$ cat src/hdl/rmw_branch_map.vh
`ifndef RMW_BRANCH_MAP_VH
`define RMW_BRANCH_MAP_VH

// register byte offsets
`define OFS_OPCODE        8'h00
`define OFS_FLAGS         8'h04
`define OFS_DECODE        8'h08

// flags register fields
`define FLG_C             0
`define FLG_Z             1
`define FLG_N             2
`define FLG_I             3
`define FLG_H             4
`define FLG_W             5
`define FLAGS_RST         5'h08

// decode register fields
`define DCD_VALID         0
`define DCD_LEGAL         1
`define DCD_GRP_LO        2
`define DCD_OP_LO         4
`define DCD_MODE_LO       8
`define DCD_BYTES_LO      12
`define DCD_CYC_LO        16
`define DCD_TAKEN         20
`define DCD_BUSY          24

// instruction groups
`define GRP_NONE          2'h0
`define GRP_RMW           2'h1
`define GRP_REL           2'h2
`define GRP_CALL          2'h3

// addressing modes
`define MODE_INH_A        3'h0
`define MODE_INH_X        3'h1
`define MODE_DIR          3'h2
`define MODE_IX           3'h3
`define MODE_IX1          3'h4
`define MODE_REL          3'h5

// opcode columns
`define COL_DIR           4'h3
`define COL_INH_A         4'h4
`define COL_INH_X         4'h5
`define COL_IX1           4'h6
`define COL_IX            4'h7
`define COL_REL           4'h2
`define OPC_CALL          8'hAD

// read-modify-write operation nibbles
`define OP_TWOS_INVERT    4'h0
`define OP_ONES_INVERT    4'h3
`define OP_SHR_LOGICAL    4'h4
`define OP_ROTATE_RIGHT   4'h6
`define OP_SHR_SIGNED     4'h7
`define OP_SHL_LOGICAL    4'h8
`define OP_ROTATE_LEFT    4'h9
`define OP_MINUS_ONE      4'hA
`define OP_PLUS_ONE       4'hC
`define OP_TEST           4'hD
`define OP_ZERO_FILL      4'hF

// branch conditions (low nibble of column 2)
`define BR_ALWAYS         4'h0
`define BR_NEVER          4'h1
`define BR_HIGHER         4'h2
`define BR_LOWER_SAME     4'h3
`define BR_CARRY_CLEAR    4'h4
`define BR_CARRY_SET      4'h5
`define BR_NOT_EQUAL      4'h6
`define BR_EQUAL          4'h7
`define BR_HALF_CLEAR     4'h8
`define BR_HALF_SET       4'h9
`define BR_PLUS           4'hA
`define BR_MINUS          4'hB
`define BR_MASK_CLEAR     4'hC
`define BR_MASK_SET       4'hD
`define BR_IRQ_LOW        4'hE
`define BR_IRQ_HIGH       4'hF

// lengths and cycle counts
`define BYTES_ONE         2'h1
`define BYTES_TWO         2'h2
`define CYC_INH           4'h3
`define CYC_DIR           4'h5
`define CYC_IX            4'h5
`define CYC_IX1           4'h6
`define CYC_REL           4'h3
`define CYC_CALL          4'h6

`endif
$ cat src/hdl/opcode_classifier.v
`timescale 1ns/1ps
`include "rmw_branch_map.vh"

module opcode_classifier (
	input  wire [7:0] opcode,
	output reg        legal,
	output reg  [1:0] group,
	output reg  [2:0] mode,
	output reg  [1:0] bytes,
	output reg  [3:0] cycles
);

	wire [3:0] col;
	wire [3:0] low;
	reg        op_ok;
	reg        is_test;

	assign col = opcode[7:4];
	assign low = opcode[3:0];

	always @* begin
		op_ok   = 1'b0;
		is_test = (low == `OP_TEST);
		case (low)
			`OP_TWOS_INVERT, `OP_ONES_INVERT, `OP_SHR_LOGICAL,
			`OP_ROTATE_RIGHT, `OP_SHR_SIGNED, `OP_SHL_LOGICAL,
			`OP_ROTATE_LEFT, `OP_MINUS_ONE, `OP_PLUS_ONE,
			`OP_TEST, `OP_ZERO_FILL: op_ok = 1'b1;
			default: op_ok = 1'b0;
		endcase
	end

	always @* begin
		legal  = 1'b0;
		group  = `GRP_NONE;
		mode   = `MODE_INH_A;
		bytes  = 2'h0;
		cycles = 4'h0;
		if (opcode == `OPC_CALL) begin
			legal  = 1'b1;
			group  = `GRP_CALL;
			mode   = `MODE_REL;
			bytes  = `BYTES_TWO;
			cycles = `CYC_CALL;
		end else if (col == `COL_REL) begin
			legal  = 1'b1;
			group  = `GRP_REL;
			mode   = `MODE_REL;
			bytes  = `BYTES_TWO;
			cycles = `CYC_REL;
		end else if (op_ok) begin
			group = `GRP_RMW;
			legal = 1'b1;
			case (col)
				`COL_INH_A: begin
					mode   = `MODE_INH_A;
					bytes  = `BYTES_ONE;
					cycles = `CYC_INH;
				end
				`COL_INH_X: begin
					mode   = `MODE_INH_X;
					bytes  = `BYTES_ONE;
					cycles = `CYC_INH;
				end
				`COL_DIR: begin
					mode   = `MODE_DIR;
					bytes  = `BYTES_TWO;
					cycles = is_test ? `CYC_DIR - 4'h1 : `CYC_DIR;
				end
				`COL_IX: begin
					mode   = `MODE_IX;
					bytes  = `BYTES_ONE;
					cycles = is_test ? `CYC_IX - 4'h1 : `CYC_IX;
				end
				`COL_IX1: begin
					mode   = `MODE_IX1;
					bytes  = `BYTES_TWO;
					cycles = is_test ? `CYC_IX1 - 4'h1 : `CYC_IX1;
				end
				default: begin
					legal = 1'b0;
					group = `GRP_NONE;
				end
			endcase
		end
	end

endmodule

$ cat src/hdl/rmw_and_branch_decoder.v
// Behaviour
// - six addressing modes with fixed lengths, cycles; test D takes one cycle less in 3x, 6x, 7x, call AD takes 6
// - 49,59,39,79,69 rotate left through carry
// - 23 branches when carry or zero set
// - 24 branches when carry clear
// - 25 branches when carry set
// - 26 branches when zero clear
// - 28 branches when half carry clear
// - 29 branches when half carry set
// - 2C branches when interrupt mask clear
// - 2D branches when interrupt mask set
// - 2E branches when interrupt line low
// - 2F branches when interrupt line high
//
// The AHB-Lite slave port and the address map were left to the implementer.
`timescale 1ns/1ps
`include "rmw_branch_map.vh"

module rmw_and_branch_decoder (
	input  wire        hclk,
	input  wire        hresetn,
	input  wire        hsel,
	input  wire [31:0] haddr,
	input  wire [1:0]  htrans,
	input  wire        hwrite,
	input  wire [2:0]  hsize,
	input  wire [31:0] hwdata,
	input  wire        hready,
	output wire        hreadyout,
	output wire        hresp,
	output reg  [31:0] hrdata,
	input  wire        irq_pin,
	output reg         exec_busy,
	output reg         branch_taken
);

	// bus phase tracking
	reg        wr_pend_ff;
	reg        rd_wait_ff;
	reg  [7:0] addr_ff;
	wire       take;
	wire       nxt_wr_pend;
	wire       nxt_rd_wait;

	// interrupt pin synchroniser
	reg        irq_meta_ff;
	reg        irq_sync_ff;

	// software visible state
	reg  [7:0] opcode_ff;
	reg  [`FLG_W-1:0] flags_ff;
	reg        valid_ff;
	reg        legal_ff;
	reg  [1:0] group_ff;
	reg  [3:0] op_ff;
	reg  [2:0] mode_ff;
	reg  [1:0] bytes_ff;
	reg  [3:0] cycles_ff;
	reg        taken_ff;
	reg  [3:0] cyc_left_ff;

	// decode of the incoming opcode
	wire       cls_legal;
	wire [1:0] cls_group;
	wire [2:0] cls_mode;
	wire [1:0] cls_bytes;
	wire [3:0] cls_cycles;
	reg        cond_met;
	reg  [3:0] nxt_cyc_left;
	reg  [31:0] rd_mux;
	wire [7:0] wr_opcode;
	wire       wr_op_hit;
	wire       wr_flag_hit;
	wire       load;
	wire       flag_c;
	wire       flag_z;
	wire       flag_n;
	wire       flag_i;
	wire       flag_h;
	genvar     gi;

	localparam [`FLG_W-1:0] flag_rst_val = `FLAGS_RST;

	assign hreadyout = ~rd_wait_ff;
	assign hresp     = 1'b0;

	assign take        = hsel & htrans[1] & hready;
	assign nxt_wr_pend = take & hwrite;
	assign nxt_rd_wait = take & ~hwrite;

	assign wr_op_hit   = wr_pend_ff & (addr_ff == `OFS_OPCODE);
	assign wr_flag_hit = wr_pend_ff & (addr_ff == `OFS_FLAGS);
	assign wr_opcode   = hwdata[7:0];

	// opcode writes are ignored while an instruction is still running
	assign load = wr_op_hit & (cyc_left_ff == 4'h0);

	assign flag_c = flags_ff[`FLG_C];
	assign flag_z = flags_ff[`FLG_Z];
	assign flag_n = flags_ff[`FLG_N];
	assign flag_i = flags_ff[`FLG_I];
	assign flag_h = flags_ff[`FLG_H];

	opcode_classifier u_classifier (
		.opcode (wr_opcode),
		.legal  (cls_legal),
		.group  (cls_group),
		.mode   (cls_mode),
		.bytes  (cls_bytes),
		.cycles (cls_cycles)
	);

	// branch condition on flags and the synchronised interrupt line
	always @* begin
		cond_met = 1'b0;
		if (cls_group == `GRP_CALL) begin
			cond_met = 1'b1;
		end else if (cls_group == `GRP_REL) begin
			case (wr_opcode[3:0])
				`BR_ALWAYS: begin
					cond_met = 1'b1;
				end
				`BR_NEVER: begin
					cond_met = 1'b0;
				end
				`BR_HIGHER: begin
					cond_met = ~(flag_c | flag_z);
				end
				`BR_LOWER_SAME: begin
					cond_met = flag_c | flag_z;
				end
				`BR_CARRY_CLEAR: begin
					cond_met = ~flag_c;
				end
				`BR_CARRY_SET: begin
					cond_met = flag_c;
				end
				`BR_NOT_EQUAL: begin
					cond_met = ~flag_z;
				end
				`BR_EQUAL: begin
					cond_met = flag_z;
				end
				`BR_HALF_CLEAR: begin
					cond_met = ~flag_h;
				end
				`BR_HALF_SET: begin
					cond_met = flag_h;
				end
				`BR_PLUS: begin
					cond_met = ~flag_n;
				end
				`BR_MINUS: begin
					cond_met = flag_n;
				end
				`BR_MASK_CLEAR: begin
					cond_met = ~flag_i;
				end
				`BR_MASK_SET: begin
					cond_met = flag_i;
				end
				`BR_IRQ_LOW: begin
					cond_met = ~irq_sync_ff;
				end
				`BR_IRQ_HIGH: begin
					cond_met = irq_sync_ff;
				end
				default: begin
					cond_met = 1'b0;
				end
			endcase
		end
	end

	// instruction cycle counter
	always @* begin
		nxt_cyc_left = cyc_left_ff;
		if (load) begin
			nxt_cyc_left = cls_legal ? cls_cycles : 4'h0;
		end else if (cyc_left_ff != 4'h0) begin
			nxt_cyc_left = cyc_left_ff - 4'h1;
		end
	end

	// register read mux
	always @* begin
		rd_mux = 32'h0000_0000;
		if (addr_ff == `OFS_OPCODE) begin
			rd_mux[7:0] = opcode_ff;
		end else if (addr_ff == `OFS_FLAGS) begin
			rd_mux[`FLG_W-1:0] = flags_ff;
		end else if (addr_ff == `OFS_DECODE) begin
			rd_mux[`DCD_VALID]                  = valid_ff;
			rd_mux[`DCD_LEGAL]                  = legal_ff;
			rd_mux[`DCD_GRP_LO+1:`DCD_GRP_LO]   = group_ff;
			rd_mux[`DCD_OP_LO+3:`DCD_OP_LO]     = op_ff;
			rd_mux[`DCD_MODE_LO+2:`DCD_MODE_LO] = mode_ff;
			rd_mux[`DCD_BYTES_LO+1:`DCD_BYTES_LO] = bytes_ff;
			rd_mux[`DCD_CYC_LO+3:`DCD_CYC_LO]   = cycles_ff;
			rd_mux[`DCD_TAKEN]                  = taken_ff;
			rd_mux[`DCD_BUSY]                   = exec_busy;
		end
	end

	// bus phase and transfer address
	always @(posedge hclk or negedge hresetn) begin
		if (!hresetn) begin
			wr_pend_ff <= 1'b0;
			rd_wait_ff <= 1'b0;
			addr_ff    <= 8'h00;
		end else begin
			wr_pend_ff <= nxt_wr_pend;
			rd_wait_ff <= nxt_rd_wait;
			if (take) begin
				addr_ff <= {haddr[7:2], 2'b00};
			end
		end
	end

	// read data, loaded in the wait cycle, held until the next read
	always @(posedge hclk or negedge hresetn) begin
		if (!hresetn) begin
			hrdata <= 32'h0000_0000;
		end else if (rd_wait_ff) begin
			hrdata <= rd_mux;
		end
	end

	// two flip-flops before the interrupt line is used
	always @(posedge hclk or negedge hresetn) begin
		if (!hresetn) begin
			irq_meta_ff <= 1'b1;
			irq_sync_ff <= 1'b1;
		end else begin
			irq_meta_ff <= irq_pin;
			irq_sync_ff <= irq_meta_ff;
		end
	end

	// flags register, one flop per flag
	generate
		for (gi = 0; gi < `FLG_W; gi = gi + 1) begin : g_flag
			always @(posedge hclk or negedge hresetn) begin
				if (!hresetn) begin
					flags_ff[gi] <= flag_rst_val[gi];
				end else if (wr_flag_hit) begin
					flags_ff[gi] <= hwdata[gi];
				end
			end
		end
	endgenerate

	// latched decode result
	always @(posedge hclk or negedge hresetn) begin
		if (!hresetn) begin
			opcode_ff    <= 8'h00;
			valid_ff     <= 1'b0;
			legal_ff     <= 1'b0;
			group_ff     <= `GRP_NONE;
			op_ff        <= 4'h0;
			mode_ff      <= `MODE_INH_A;
			bytes_ff     <= 2'h0;
			cycles_ff    <= 4'h0;
			taken_ff     <= 1'b0;
		end else if (load) begin
			opcode_ff    <= wr_opcode;
			valid_ff     <= 1'b1;
			legal_ff     <= cls_legal;
			group_ff     <= cls_group;
			// low nibble names the operation; 9 is rotate left through carry
			op_ff        <= wr_opcode[3:0];
			mode_ff      <= cls_mode;
			bytes_ff     <= cls_bytes;
			cycles_ff    <= cls_cycles;
			taken_ff     <= cond_met;
		end
	end

	// taken output, follows accepted opcodes only
	always @(posedge hclk or negedge hresetn) begin
		if (!hresetn) begin
			branch_taken <= 1'b0;
		end else if (load) begin
			branch_taken <= cond_met;
		end
	end

	// execution timing
	always @(posedge hclk or negedge hresetn) begin
		if (!hresetn) begin
			cyc_left_ff <= 4'h0;
		end else begin
			cyc_left_ff <= nxt_cyc_left;
		end
	end

	// busy flag, high while the counter runs
	always @(posedge hclk or negedge hresetn) begin
		if (!hresetn) begin
			exec_busy <= 1'b0;
		end else begin
			exec_busy <= (nxt_cyc_left != 4'h0);
		end
	end

endmodule

$ cat config.mk
export PLATFORM = sky130hd
export DESIGN_NAME = rmw_and_branch_decoder
export DESIGN_NICKNAME = d
export VERILOG_FILES = /design/src/hdl/opcode_classifier.v /design/src/hdl/rmw_and_branch_decoder.v
export VERILOG_INCLUDE_DIRS = /design/src /design/src/hdl
export SDC_FILE = /design/constraint.sdc
export NUM_CORES = 1
export LEC_CHECK = 0
export ABC_AREA = 0
export BUFFER_PORTS_ARGS = -buffer_cell sky130_fd_sc_hd__clkbuf_2
export CAP_MARGIN = 20
export CORE_MARGIN = 1.5
export CORE_UTILIZATION = 47
export CTS_BUF_LIST = sky130_fd_sc_hd__clkbuf_8
export CTS_CLUSTER_SIZE = 16
export DETAILED_ROUTE_END_ITERATION = 12
export PLACE_DENSITY_LB_ADDON = 0.05
export SLEW_MARGIN = 20
export SYNTH_ARGS = -nofsm -noshare
export SYNTH_HDL_FRONTEND = slang
export SYNTH_SLANG_ARGS = --single-unit
$ cat constraint.sdc
create_clock -name hclk -period 2.06 [get_ports hclk]
set_input_delay 0.309 -clock hclk [delete_from_list [all_inputs] [get_ports hclk]]
set_output_delay 0.309 -clock hclk [all_outputs]
set_load 0.05 [all_outputs]
**Word level (Yosys, flattened, before mapping)**

Memory sizes are Yosys's and may differ from the RTL's.
Index checks and enable logic that the tools add are counted.

- Word-level logic and storage cells: 119
- Input bits: 75
- Memory bits (read-only): 16
- Memories kept: 1
- Output and inout port bits: 36
- Bits in registers: 65

- Eq/ne operators: 26
- $add $sub $neg: 1
- Muxes and demuxes: 42
- Bitwise gates (word level): 17
- Reductions and logical operators: 10

Memories:

| name | words | width | read ports | clocked after Yosys merged registers in | wr ports | line | text |
|---|---|---|---|---|---|---|---|
| (no name shown) | 16 | 1 | 1 | 0 | 0 | opcode_classifier.v:24 | `case (low)` |

Operators by type and width:

| kind | count |
|---|---|
| 4-bit by 3-bit == test with 1-bit output, second input constant | 8 |
| 4-bit == test, second input constant | 8 |
| 4-bit 2-to-1 mux | 6 |
| 2-bit 2-to-1 mux | 10 |
| 5-bit 2-to-1 mux | 4 |
| 4-bit by 2-bit == test with 1-bit output, second input constant | 4 |
| 1-bit case mux with 16 select lines | 1 |
| 3-bit 2-to-1 mux | 4 |
| 3-bit case mux with 4 select lines | 1 |
| 4-bit case mux with 3 select lines | 1 |
| 1-bit 2-to-1 mux | 11 |
| 11-bit 2-to-1 mux | 1 |
| 1-bit inverter | 9 |
| 8-bit == test, second input constant | 1 |
| 4-bit zero test | 2 |
| 8-bit zero test | 1 |
| 8-bit 2-to-1 mux | 1 |
| 4-bit nonzero test | 2 |
| 1-bit AND | 7 |
| 6-bit by 1-bit == test with 1-bit output, second input constant | 1 |
| 6-bit by 2-bit == test with 1-bit output, second input constant | 1 |
| 6-bit 2-to-1 mux | 1 |
| 2-bit OR reduction | 3 |
| 5-bit OR reduction | 1 |
| 6 further kinds | 7 |

**Depth between registers and ports, before layout**

Gate-level depths: netlist of run 1.

- Word-level depth: 9
- Mapped depth: 8
- Depth with buffers taken out: 7

**Hierarchy**

From an unflattened synthesis of run 1, not the netlist that was laid out.

- Cell total of the unflattened synthesis: 295
- Area, all modules: 2919.0 µm²

By module, submodules not included:

| module | area an instance (µm²) | cells each | times used | seq. area each (µm²) |
|---|---|---|---|---|
| rmw_and_branch_decoder | 2643.8 | 256 | 1 | 1530.2 |
| opcode_classifier | 275.3 | 39 | 1 | 0.0 |

**Worst setup path after synthesis of run 1**

Ideal clock, no wire load.

- Path kind: flip-flop to flip-flop
- Start point: reg cyc_left_ff[0]
- End point: reg exec_busy
- Slack: 0.021 ns
- Required time: 1.922 ns
- Cell stages (with the launch flop): 8
- Period minus slack after synthesis: 2.039 ns
- Buffers on the path: 0
- Library setup time: 0.138 ns
- Arrival: 1.900 ns
- Cell sequence: dfrtp_1 -> inv_1 -> ha_1 -> nor3b_1 -> nor2_1 -> a31o_1 -> a31oi_1 -> or4b_1

- Word-level cells in the longest chain between the ends: 4
- Elaborated cells between the ends (all ways): 7
- Classes of those cells: 1 x add/sub; 2 x mux; 1 x bitwise; 3 x reduce/logical

Ends and longest elaborated chain:

| what | line | text |
|---|---|---|
| from (decl) | rmw_and_branch_decoder.v:60 | `reg [3:0] cyc_left_ff;` |
| from (signal assigned) | rmw_and_branch_decoder.v:293 | `cyc_left_ff <= nxt_cyc_left;` |
| 4-bit by 1-bit subtractor with 4-bit output (tied with other cells) | rmw_and_branch_decoder.v:181 | `nxt_cyc_left = cyc_left_ff - 4'h1;` |
| 4-bit 2-to-1 mux / 1-bit AND (equally long branches) | rmw_and_branch_decoder.v:180, rmw_and_branch_decoder.v:96 |  |
| 4-bit 2-to-1 mux (*) | rmw_and_branch_decoder.v:178 | `if (load) begin` |
| 4-bit nonzero test (*) | rmw_and_branch_decoder.v:302 | `exec_busy <= (nxt_cyc_left != 4'h0);` |
| to (signal assigned) | rmw_and_branch_decoder.v:302 |  |
| to (decl) | rmw_and_branch_decoder.v:33 | `output reg exec_busy,` |

Every way passes the cells marked *; elsewhere a longest branch is shown, timed or not.
A chain may end at the register's enable or synchronous reset.

**Final worst setup path of run 1**

Ends and elaborated chain as after synthesis.

==> flow_metrics.py, run 1 <==
metrics = {
    "outcome": {
        "outcome": "finished clean",
    },
    "setup_path": {
        "cp-end-kind": "flop",
        "critPathLaunchType": "flop",
        "critical_path.cell_chain": "inv_1 > ha_1 > buf_4 > nor3b_2 > buf_4 > a31o_1 > a31oi_2 > or4b_1",
        "crit_path_max_incr_delay_ns": 0.46,
        "r2r_setup_slack_ns": 0.03,
        "crit_path_frequent_cell": "sky130_fd_sc_hd__buf_4",
        "critical_path.slowest_cell": "sky130_fd_sc_hd__or4b_1",
        "critical_path.max_fanout": 4,
        "worst-endpoint-required_ns": 2.26,
        "worst-endpoint-arrival_ns": 2.23,
        "worstSetupPathType": "flop to flop",
        "startpoint_of_the_lowest_slack_register_to_register_path": "cyc_left_ff[0]",
        "crit_path_start": "cyc_left_ff[0]",
    },
    "clock_network": {
        "path_clk_slew_ns": 0.06,
        "cts_root_buffer": "sky130_fd_sc_hd__clkbuf_8",
        "clkLatencyLatePin_ns": 0.33,
        "tritoncts": "done",
        "numClockSinks": 59,
        "cts-root-to-sink-buffers": 2,
        "cts_inserted_buffers": 9,
        "htreeDepth": 3,
    },
    "drt": {
        "viasPerCell": 5.276,
        "drc": 0,
        "wirelength_mm": 6.869,
        "first_pass_iters": 4,
        "avgRoutedWirePerCell_um": 15.03,
        "drt.antenna.violating_nets": 0,
        "route.vias.total": 2411,
        "drt_iter0_drc": 91,
    },
    "timing": {
        "finalCritPeriodShare_pct": 98.52,
        "post-route-min-period_ns": 2.030,
        "hold_violations": 0,
        "setup_viol": 0,
        "grt_setup_unrepaired": "yes",
        "timing_max_transition_violations_final": 0,
        "clock-skew-final_ns": 0.006317,
        "worst_slack_ns": 0.03048,
        "fmax_ghz": 0.4927,
    },
    "hold_path": {
        "hold_path.startpoint": "irq_pin",
        "min_path_type": "primary input to flop",
    },
    "grt": {
        "global_route_total_usage_across_every_layer_pct": 20.09,
        "met1_usage_pct": 26.53,
        "globalRouteMet2Util_pct": 31.93,
        "grt_busiest_layer": "met2",
        "maximum_number_of_pins_on_one_net_before_global_route_repair": 60,
        "number_of_global_route_vias_before_repair": 2299,
        "globalRouteOverflowTotal": 0,
        "number_of_antenna_violations_at_the_first_check_in_global_routing": 0,
        "grt_first_pass_wirelength_mm": 11.14,
        "groute.layer.met3.usage_pct": 4.425,
    },
    "place": {
        "portBuffers": 41,
        "dpl_worst_slack_ns": -0.2393,
        "place.detailed.hpwl_mm": 4.904,
        "finalWeightedCongestion": 0.8964,
        "placedCellCount": 435,
    },
    "finish": {
        "final_nets": 455,
        "finalNonFillerCells": 457,
        "finish.utilization_pct": 60.95,
        "antenna-diode-count": 0,
        "post_route_cells_drive_above_1_share_pct": 36.58,
        "area_delta_synth_final_pct": 24.82,
    },
    "synthesis": {
        "synthTopCellsByArea": "sky130_fd_sc_hd__dfrtp_1 45%, sky130_fd_sc_hd__mux2_2 6.2%, sky130_fd_sc_hd__o2bb2ai_1 4.5%, sky130_fd_sc_hd__nand2_1 3.9%, sky130_fd_sc_hd__buf_4 3.6%",
        "leading_cell_type_by_number_of_instances_after_synthesis": "sky130_fd_sc_hd__dfrtp_1",
        "share_of_synthesized_area_occupied_by_flip_flops_and_latches_pct": 47.74,
        "synth.top_cell.area_share_pct": 45.20,
        "netlist-cell-type-count": 56,
        "synth_top_flop_cell": "sky130_fd_sc_hd__dfrtp_1",
        "synth-edff-count": 0,
        "synth.avg_cell_area_um2": 10.40,
        "yosysWarnings": 0,
        "netlist_top_cells_count": "56 x sky130_fd_sc_hd__dfrtp_1, 32 x sky130_fd_sc_hd__nand2_1, 20 x sky130_fd_sc_hd__nor2_1",
        "synthCells": 298,
        "synth-seq-cells": 59,
        "synthArstFlopShare_pct": 100.0,
        "synth_largest_area_cell": "sky130_fd_sc_hd__dfrtp_1",
        "syn_area_mm2": 0.003100,
    },
    "floorplanning": {
        "floorplan.die_area_mm2": 0.007093,
        "core.rowCount": 29,
        "die_w_um": 84.22,
        "start_util_pct": 48.83,
        "core_region_area_mm2": 0.006350,
        "die_height_um": 84.22,
        "io_pins": 111,
    },
    "power": {
        "worst_vdd_drop_v": 0.0005968,
        "post-layout-total-power_mw": 3.456,
        "power.leakage_nw": 1.851,
        "power_density_over_the_cells_mw_per_mm2": 893.1,
    },
    "flow_run": {
        "maxCapViolations": 0,
    },
}
[stage by stage]
step                 TNS [ns]  hold slack (ns)  instance area [µm²]
floorplan                   0          0.01341                 3153
global placement      -0.3723           0.3440                 3555
detailed placement    -0.6190           0.3433                 3555
CTS                 -0.001403          0.05008                 3794
global route          -0.3930          0.04356                 3870
finish                      0          0.05764                 3870
[layout by cell type, fill, tap and decap left out, drive strengths merged, types with 2 or more instances in the layout]
cell type   n
nor4b       2
or2         2
a221oi      5
nor2       20
a31oi       6
o22ai       2
nor2b       7
or3         2
nor3b       3
dfstp       3
buf        40
o2bb2ai    16
a21oi      11
o21ai       9
nand3       8
conb       15
clkinv      3
mux2i       7
clkbuf     52
inv        13
nand2      33
o211ai      2
dfrtp      56
nor3        7
nand2b      5
a21o        3
ha          5
mux2       20
and2        2
o31ai       4
[worst max-delay path: cells and delay by family (launching register included)]
family | cells | cell delay (ns)
buf+inv | 3 | 0.35
compound gates | 2 | 0.39
fa+ha+maj | 1 | 0.21
flops | 1 | 0.34
simple gates | 2 | 0.61
[sequential cells by signal (all words and copies together), names as in the netlist]
| register | count |
|---|---|
| bytes_ff | 2 |
| branch_taken | 1 |
| cyc_left_ff | 4 |
| group_ff | 2 |
| legal_ff | 1 |
| opcode_ff | 8 |
| hrdata | 18 |
| flag_z | 1 |
| cycles_ff | 3 |
| flag_h | 1 |
| irq_meta_ff | 1 |
| irq_sync_ff | 1 |
| addr_ff | 6 |
| wr_pend_ff | 1 |
| rd_wait_ff | 1 |
| flag_n | 1 |
| flag_c | 1 |
| valid_ff | 1 |
| flag_i | 1 |
| mode_ff | 3 |
| exec_busy | 1 |
[logic make-up after synthesis]
family	count (synthesis)	share of synthesized area, %
AND/OR/NAND/NOR	97	16.71
AO/OA/AOI/OAI	67	15.78
buffers and inverters	41	7.385
other	1	0.1209
multiplexers	28	10.25
adder cells (fa/ha/maj)	5	2.018
flip-flops	59	47.74
[layer usage]
metal,up-vias,share of wire [%]
met2,46,48
met5,-,0
met3,6,3.5
met4,0,1.1
met1,1161,47
li1,1198,-
[path summary, 6_finish.rpt]
path | to | cells past startpoint
max | exec_busy | 8
min | irq_meta_ff | 1
max reg2reg | exec_busy | 8
min reg2reg | irq_sync_ff | 0
max in group asynchronous | irq_meta_ff | 3
min in group asynchronous | hrdata[20] | 3
[power breakdown]
part           switching, mW  internal (mW)  total [mW]
logic                  0.636          0.501        1.14
clock network          0.429          0.484       0.913
registers              0.102           1.30        1.41
total                   1.17           2.29        3.46
[what timing repair did]
action | in CTS | in global routing
endpoints found under the setup margin | 1 | 8
buffers inserted | 3 | 2
hold endpoints to repair | 35 | 0
resized for setup | 5 | 12
pin swaps | 4 | 7
hold buffers | 1 | 0
[final cells by class]
cell class,count,area (µm²)
tap,77,96.34
sequential,59,1480
clock buffer,11,151.4
clock inverter,5,21.27
multi-input combinational,212,1531
inverter,11,41.29
timing repair buffer,82,548.0
fill,566,2480
Power figures use the tool's default switching activity.
==> inputs of run 2 (changes only) <==
--- a/config.mk
+++ b/config.mk
@@ -9,8 +9,10 @@
 export ABC_AREA = 0
 export BUFFER_PORTS_ARGS = -buffer_cell sky130_fd_sc_hd__clkbuf_2
 export CAP_MARGIN = 20
+export CELL_PAD_IN_SITES_DETAIL_PLACEMENT = 1
+export CELL_PAD_IN_SITES_GLOBAL_PLACEMENT = 1
 export CORE_MARGIN = 1.5
-export CORE_UTILIZATION = 47
+export CORE_UTILIZATION = 35
 export CTS_BUF_LIST = sky130_fd_sc_hd__clkbuf_8
 export CTS_CLUSTER_SIZE = 16
 export DETAILED_ROUTE_END_ITERATION = 12
==> run 2 against run 1 <==
  * The run now ends with setup timing left
  * First-iteration DRC count down 59%
  * Combinational power about the same
  * Maximum frequency down 2.2%
  * Critical path type unchanged
  * Critical endpoint unchanged
==> flow_metrics.py, run 2 (synthesized netlist as in run 1, its figures left out) <==
metrics = {
    "floorplanning": {
        "floorplan.die_area_mm2": 0.009432,
        "die_height_um": 97.12,
        "die_w_um": 97.12,
        "io_pins": 111,
        "start_util_pct": 35.90,
        "core.rowCount": 34,
        "core_region_area_mm2": 0.008636,
    },
    "finish": {
        "antenna-diode-count": 0,
        "largest_register_ffs": 18,
        "finish.instance_area_mm2": 0.004026,
        "most-common-layout-cells": "56 x sky130_fd_sc_hd__dfrtp_1, 47 x sky130_fd_sc_hd__buf_4, 41 x sky130_fd_sc_hd__clkbuf_2",
        "finish.utilization_pct": 46.62,
        "fill_cells": 980,
        "post_route_cells_drive_above_1_share_pct": 38.78,
        "max_flop_register": "hrdata",
        "final_nets": 467,
        "area_delta_synth_final_pct": 29.86,
        "reg.largest.list": "hrdata (18), opcode_ff (8), addr_ff (6)",
        "layout_commonest_cell": "sky130_fd_sc_hd__dfrtp_1",
    },
    "drt": {
        "avgRoutedWirePerCell_um": 15.72,
        "drt_iter0_drc": 37,
        "drc": 0,
        "wirelength_mm": 7.858,
        "route.vias.total": 2490,
        "drt.antenna.violating_nets": 0,
        "first_pass_iters": 4,
        "viasPerCell": 4.980,
    },
    "outcome": {
        "violations_in_the_final_reports": "setup timing",
        "outcome": "finished with violations",
    },
    "timing": {
        "setup_viol": 1,
        "whs_ns": 0.06646,
        "hold_violations": 0,
        "clock-skew-final_ns": 0.01205,
        "post-route-min-period_ns": 2.075,
        "worst_slack_ns": -0.01475,
        "finalCritPeriodShare_pct": 100.7,
        "fmax_ghz": 0.4820,
        "timing_max_transition_violations_final": 0,
        "grt_setup_unrepaired": "yes",
    },
    "grt": {
        "global_route_total_usage_across_every_layer_pct": 17.36,
        "globalRouteOverflowTotal": 0,
        "grt_first_pass_wirelength_mm": 12.99,
        "maximum_number_of_pins_on_one_net_before_global_route_repair": 60,
        "number_of_global_route_vias_before_repair": 2525,
        "number_of_antenna_violations_at_the_first_check_in_global_routing": 0,
    },
    "setup_path": {
        "critPathLaunchType": "flop",
        "worst-endpoint-required_ns": 2.26,
        "worstSetupPathType": "flop to flop",
        "critical_path.max_fanout": 2,
        "worst-endpoint-arrival_ns": 2.27,
        "cp-end-kind": "flop",
        "r2r_setup_slack_ns": -0.01,
    },
    "hold_path": {
        "min_path_type": "primary input to flop",
    },
    "place": {
        "placement.cell_area_mm2": 0.003654,
        "portBuffers": 41,
        "place.detailed.hpwl_mm": 5.802,
        "finalWeightedCongestion": 0.8269,
        "dpl_worst_slack_ns": -0.3862,
    },
    "clock_network": {
        "clkLatencyLatePin_ns": 0.33,
        "cts_inserted_buffers": 9,
        "numClockSinks": 59,
        "cts-root-to-sink-buffers": 2,
        "htreeDepth": 3,
        "cts_root_buffer": "sky130_fd_sc_hd__clkbuf_8",
        "tritoncts": "done",
        "path_clk_slew_ns": 0.07,
    },
    "power": {
        "post-layout-total-power_mw": 3.639,
        "worst_vdd_drop_v": 0.0003299,
        "power_density_over_the_cells_mw_per_mm2": 903.9,
        "power.leakage_nw": 1.915,
    },
    "flow_run": {
        "maxCapViolations": 0,
    },
}
-- run 2: cell count changes in the layout (fill, tap and decap cells not counted), sizes merged --
cell | before | now
clkinvlp | 0 | 1
buf | 40 | 52
inv | 13 | 10
bufinv | 0 | 1
clkbuf | 52 | 53
-- run 2: per-stage QoR --
stage	cells	setup TNS [ns]
after floorplan	312	0
after global placement	474	-1.576
after detailed placement	474	-1.768
after CTS	493	-0.1291
after global routing	500	-0.3192
final	500	-0.01475
-- run 2: layer usage --
layer / vias to the layer above / global-route usage, % / part of all wire (%)
li1: 1213 / - / -
met1: 1222 / 24.00 / 49
met2: 45 / 26.63 / 46
met3: 10 / 3.022 / 2.8
met4: 0 / 7.915 / 2.1
met5: - / 0 / 0
-- run 2: cell type report --
| cell class | instances | area (µm²) | share of cell area [%] |
|---|---|---|---|
| clock buffers | 12 | 165.2 | 4.102 |
| clock inverters | 4 | 47.55 | 1.181 |
| inverters | 11 | 41.29 | 1.025 |
| multi-input cells | 212 | 1515 | 37.63 |
| flip-flops and latches | 59 | 1480 | 36.76 |
| well taps | 108 | 135.1 | 3.356 |
| repair buffers | 94 | 641.9 | 15.94 |
-- run 2: worst max-delay path, stage by stage (launching register included) --
cell	delay, ns
sky130_fd_sc_hd__dfrtp_1	0.42
sky130_fd_sc_hd__nor4_4	0.35
sky130_fd_sc_hd__a41oi_2	0.22
sky130_fd_sc_hd__a311oi_2	0.28
sky130_fd_sc_hd__buf_4	0.16
sky130_fd_sc_hd__nor3b_2	0.05
sky130_fd_sc_hd__or4b_1	0.47
-- run 2: power breakdown --
| group | total, mW | internal [mW] | switching (mW) |
|---|---|---|---|
| Clock | 1.11 | 0.654 | 0.455 |
| Combinational | 1.12 | 0.483 | 0.634 |
| Sequential | 1.41 | 1.30 | 0.111 |
-- run 2: path summary, 6_finish.rpt --
check | start | to | cells past startpoint
min in group asynchronous | hresetn | hrdata[20] | 3
setup / recovery | addr_ff[6] | exec_busy | 6
hold reg to reg | irq_meta_ff | irq_sync_ff | 0
hold / removal | irq_pin | irq_meta_ff | 1
max in group asynchronous | hresetn | irq_meta_ff | 3
setup reg to reg | addr_ff[6] | exec_busy | 6
-- run 2: what timing repair did --
item | CTS | global route
gates cloned | 0 | 1
pin swaps | 5 | 3
endpoints found under the setup margin | 8 | 9
gates resized for setup | 11 | 7
hold buffers | 1 | 0
setup buffers | 2 | 6
endpoints found under the hold margin | 32 | 0
==> inputs of run 3 (changes only) <==
--- a/config.mk
+++ b/config.mk
@@ -6,13 +6,12 @@
 export SDC_FILE = /design/constraint.sdc
 export NUM_CORES = 1
 export LEC_CHECK = 0
-export ABC_AREA = 0
+export ABC_AREA = 1
 export BUFFER_PORTS_ARGS = -buffer_cell sky130_fd_sc_hd__clkbuf_2
-export CAP_MARGIN = 20
 export CELL_PAD_IN_SITES_DETAIL_PLACEMENT = 1
 export CELL_PAD_IN_SITES_GLOBAL_PLACEMENT = 1
 export CORE_MARGIN = 1.5
-export CORE_UTILIZATION = 35
+export CORE_UTILIZATION = 33
 export CTS_BUF_LIST = sky130_fd_sc_hd__clkbuf_8
 export CTS_CLUSTER_SIZE = 16
 export DETAILED_ROUTE_END_ITERATION = 12
==> run 3 against run 2 <==
  * The flow now finishes without violations
  * Utilization fell by 7.2 points
  * Die area rose by 6.7%
  * Sequential share of layout area rose by 4.1 points
  * Wire length fell by 1.9%
  * Maximum frequency rose by 17%
  * Synthesized area rose by 0.85%
  * Via count rose by 0.76%
  * Clock skew fell by 0.0053 ns
  * Critical path type unchanged
  * Critical endpoint unchanged
  * Largest cell class is now registers
  * Highest routed layer unchanged
==> flow_metrics.py, run 3 <==
metrics = {
    "drt": {
        "drt_iter0_drc": 54,
        "route.vias.total": 2509,
        "drc": 0,
        "avgRoutedWirePerCell_um": 14.31,
        "met1_length_mm": 3.919,
        "drt.antenna.violating_nets": 0,
        "dr_wl_met3_um": 246,
        "first_pass_iters": 4,
        "wirelength_mm": 7.712,
        "viasPerCell": 4.655,
        "wl_met2_mm": 3.451,
        "highest_signal_layer": "met4",
    },
    "synthesis": {
        "synth-edff-count": 0,
        "synth_top_flop_cell": "sky130_fd_sc_hd__dfrtp_1",
        "synthTopCellsByArea": "sky130_fd_sc_hd__dfrtp_1 45%, sky130_fd_sc_hd__nand2_1 11%, sky130_fd_sc_hd__inv_1 5.3%, sky130_fd_sc_hd__o21ai_0 5.0%, sky130_fd_sc_hd__nand3_1 4.5%",
        "synth-seq-cells": 59,
        "synthCells": 376,
        "syn_area_mm2": 0.003127,
        "netlist-cell-type-count": 32,
        "synth.top_cell.area_share_pct": 44.82,
        "synthArstFlopShare_pct": 100.0,
        "netlist_top_cells_count": "89 x sky130_fd_sc_hd__nand2_1, 56 x sky130_fd_sc_hd__dfrtp_1, 44 x sky130_fd_sc_hd__inv_1",
        "synth_largest_area_cell": "sky130_fd_sc_hd__dfrtp_1",
        "yosysWarnings": 0,
        "leading_cell_type_by_number_of_instances_after_synthesis": "sky130_fd_sc_hd__nand2_1",
        "share_of_synthesized_area_occupied_by_flip_flops_and_latches_pct": 47.34,
        "synth.avg_cell_area_um2": 8.316,
    },
    "flow_run": {
        "maxCapViolations": 0,
    },
    "setup_path": {
        "worst-endpoint-required_ns": 2.25,
        "cp-end-kind": "flop",
        "crit_path_frequent_cell": "sky130_fd_sc_hd__nor2_4",
        "critical_path.slowest_cell": "sky130_fd_sc_hd__dfrtp_1",
        "critical_path.max_fanout": 5,
        "worst-endpoint-arrival_ns": 1.96,
        "critPathLaunchType": "flop",
        "worstSetupPathType": "flop to flop",
        "critical_path.cell_chain": "inv_1 > ha_1 > nand2_2 > nor2_4 > nand2_1 > nor2_4 > nor2_1 > a21oi_1 > nand3_1",
        "crit_path_max_incr_delay_ns": 0.39,
        "r2r_setup_slack_ns": 0.29,
    },
    "power": {
        "switching_part_of_the_total_pct": 33.76,
        "post-layout-total-power_mw": 3.289,
        "power.share.clock_pct": 35.8,
        "power_switching_mw": 1.110,
        "worst_vdd_drop_v": 0.0003057,
        "share_seq_of_total_power_pct": 41.8,
        "power_density_over_the_cells_mw_per_mm2": 907.6,
        "power.combinational.fraction_pct": 22.5,
        "p_int_mw": 2.178,
        "power.leakage_nw": 1.955,
    },
    "timing": {
        "grt_setup_unrepaired": "no",
        "finalCritPeriodShare_pct": 86.13,
        "hold_violations": 0,
        "fmax_ghz": 0.5636,
        "setup_tns_ns": 0,
        "setup_viol": 0,
        "worst_slack_ns": 0.2858,
        "timing_max_transition_violations_final": 0,
        "clock-skew-final_ns": 0.006703,
        "post-route-min-period_ns": 1.774,
        "whs_ns": 0.05453,
    },
    "finish": {
        "largest_register_ffs": 18,
        "final_nets": 503,
        "area_delta_synth_final_pct": 15.89,
        "reg.largest.list": "hrdata (18), opcode_ff (8), addr_ff (6)",
        "antenna-diode-count": 0,
        "most-common-layout-cells": "89 x sky130_fd_sc_hd__nand2_1, 56 x sky130_fd_sc_hd__dfrtp_1, 44 x sky130_fd_sc_hd__inv_1",
        "post_route_cells_drive_above_1_share_pct": 24.30,
        "max_flop_register": "hrdata",
        "layout_commonest_cell": "sky130_fd_sc_hd__nand2_1",
    },
    "place": {
        "finalWeightedCongestion": 0.8228,
        "portBuffers": 41,
        "dpl_worst_slack_ns": 0.2072,
        "place.detailed.hpwl_mm": 5.779,
    },
    "floorplanning": {
        "io_pins": 111,
        "core.rowCount": 35,
        "floorplan.die_area_mm2": 0.01007,
        "die_w_um": 100.3,
        "start_util_pct": 34.00,
        "die_height_um": 100.3,
        "core_region_area_mm2": 0.009196,
    },
    "outcome": {
        "outcome": "finished clean",
    },
    "clock_network": {
        "clkLatencyLatePin_ns": 0.33,
        "cts_root_buffer": "sky130_fd_sc_hd__clkbuf_8",
        "cts_inserted_buffers": 9,
        "numClockSinks": 59,
        "path_clk_slew_ns": 0.07,
        "htreeDepth": 3,
        "post_cts.repair.setup_buffers": 0,
        "tritoncts": "done",
        "cts-root-to-sink-buffers": 2,
    },
    "grt": {
        "number_of_antenna_violations_at_the_first_check_in_global_routing": 0,
        "global_route_total_usage_across_every_layer_pct": 16.82,
        "grt_first_pass_wirelength_mm": 12.88,
        "maximum_number_of_pins_on_one_net_before_global_route_repair": 60,
        "globalRouteOverflowTotal": 0,
        "number_of_global_route_vias_before_repair": 2492,
    },
    "hold_path": {
        "min_path_type": "primary input to flop",
    },
}
run 3: power groups by stage:
| stage | Sequential, mW | Combinational [mW] | Clock (mW) |
|---|---|---|---|
| floorplan | 1.48 | 0.478 | 0 |
| global placement | 1.39 | 0.731 | 0 |
| detailed placement | 1.40 | 0.750 | 0 |
| CTS | 1.38 | 0.755 | 1.22 |
| global route | 1.39 | 0.829 | 1.27 |
| finish | 1.37 | 0.739 | 1.18 |
run 3: what timing repair did:
item,CTS,global route
hold buffers,1,0
gates resized for setup,0,0
endpoints found under the hold margin,53,0
run 3: worst max-delay path, delay by kind of cell (launching register included):
family / cells / cell delay [ns]
AOI/OAI and AO/OA: 1 / 0.19
and+or+nand+nor: 6 / 0.76
DFF: 1 / 0.39
adders and majority gates: 1 / 0.19
buffers and inverters: 1 / 0.08
run 3: cell type report:
type	count	area, µm²
well taps	111	138.9
clock inverters	7	91.34
inverters	51	191.4
multi-input cells	256	1328
repair buffers	46	270.3
flip-flops and latches	59	1480
clock buffers	9	123.9
fillers	1130	5573
run 3: through the flow:
stage          util [%]  instances  cell area [µm²]
6_report          39.40        539             3623
5_1_grt           39.40        539             3623
4_1_cts           39.40        539             3623
3_5_place_dp      36.95        522             3398
3_3_place_gp      36.95        522             3398
2_1_floorplan         -        390             3179
run 3: final timing paths:
check                           cells after the start            to            from
worst max-delay path                                9     exec_busy  cyc_left_ff[0]
worst min-delay path                                1   irq_meta_ff         irq_pin
worst max register to register                      9     exec_busy  cyc_left_ff[0]
max in group asynchronous                           3   irq_meta_ff         hresetn
min in group asynchronous                           3  opcode_ff[1]         hresetn
worst min register to register                      0   irq_sync_ff     irq_meta_ff
run 3: cells by family (layout without fill, tap and decap cells):
family	after synthesis	after routing	share of synthesized area, %
adders and majority gates	5	5	2.001
muxes	4	4	1.440
and+or+nand+nor	170	170	25.13
xor gates and xnor gates	1	1	0.2802
other	1	15	0.1199
DFF	59	59	47.34
AOI/OAI and AO/OA	61	61	11.81
buffers and inverters	75	113	11.88
run 3: per-layer routing:
| layer | up-vias | global-route usage [%] |
|---|---|---|
| met1 | 1188 | 23.34 |
| li1 | 1256 | - |
| met2 | 55 | 26.43 |
| met4 | 0 | 6.176 |
| met5 | - | 0 |
| met3 | 10 | 2.855 |
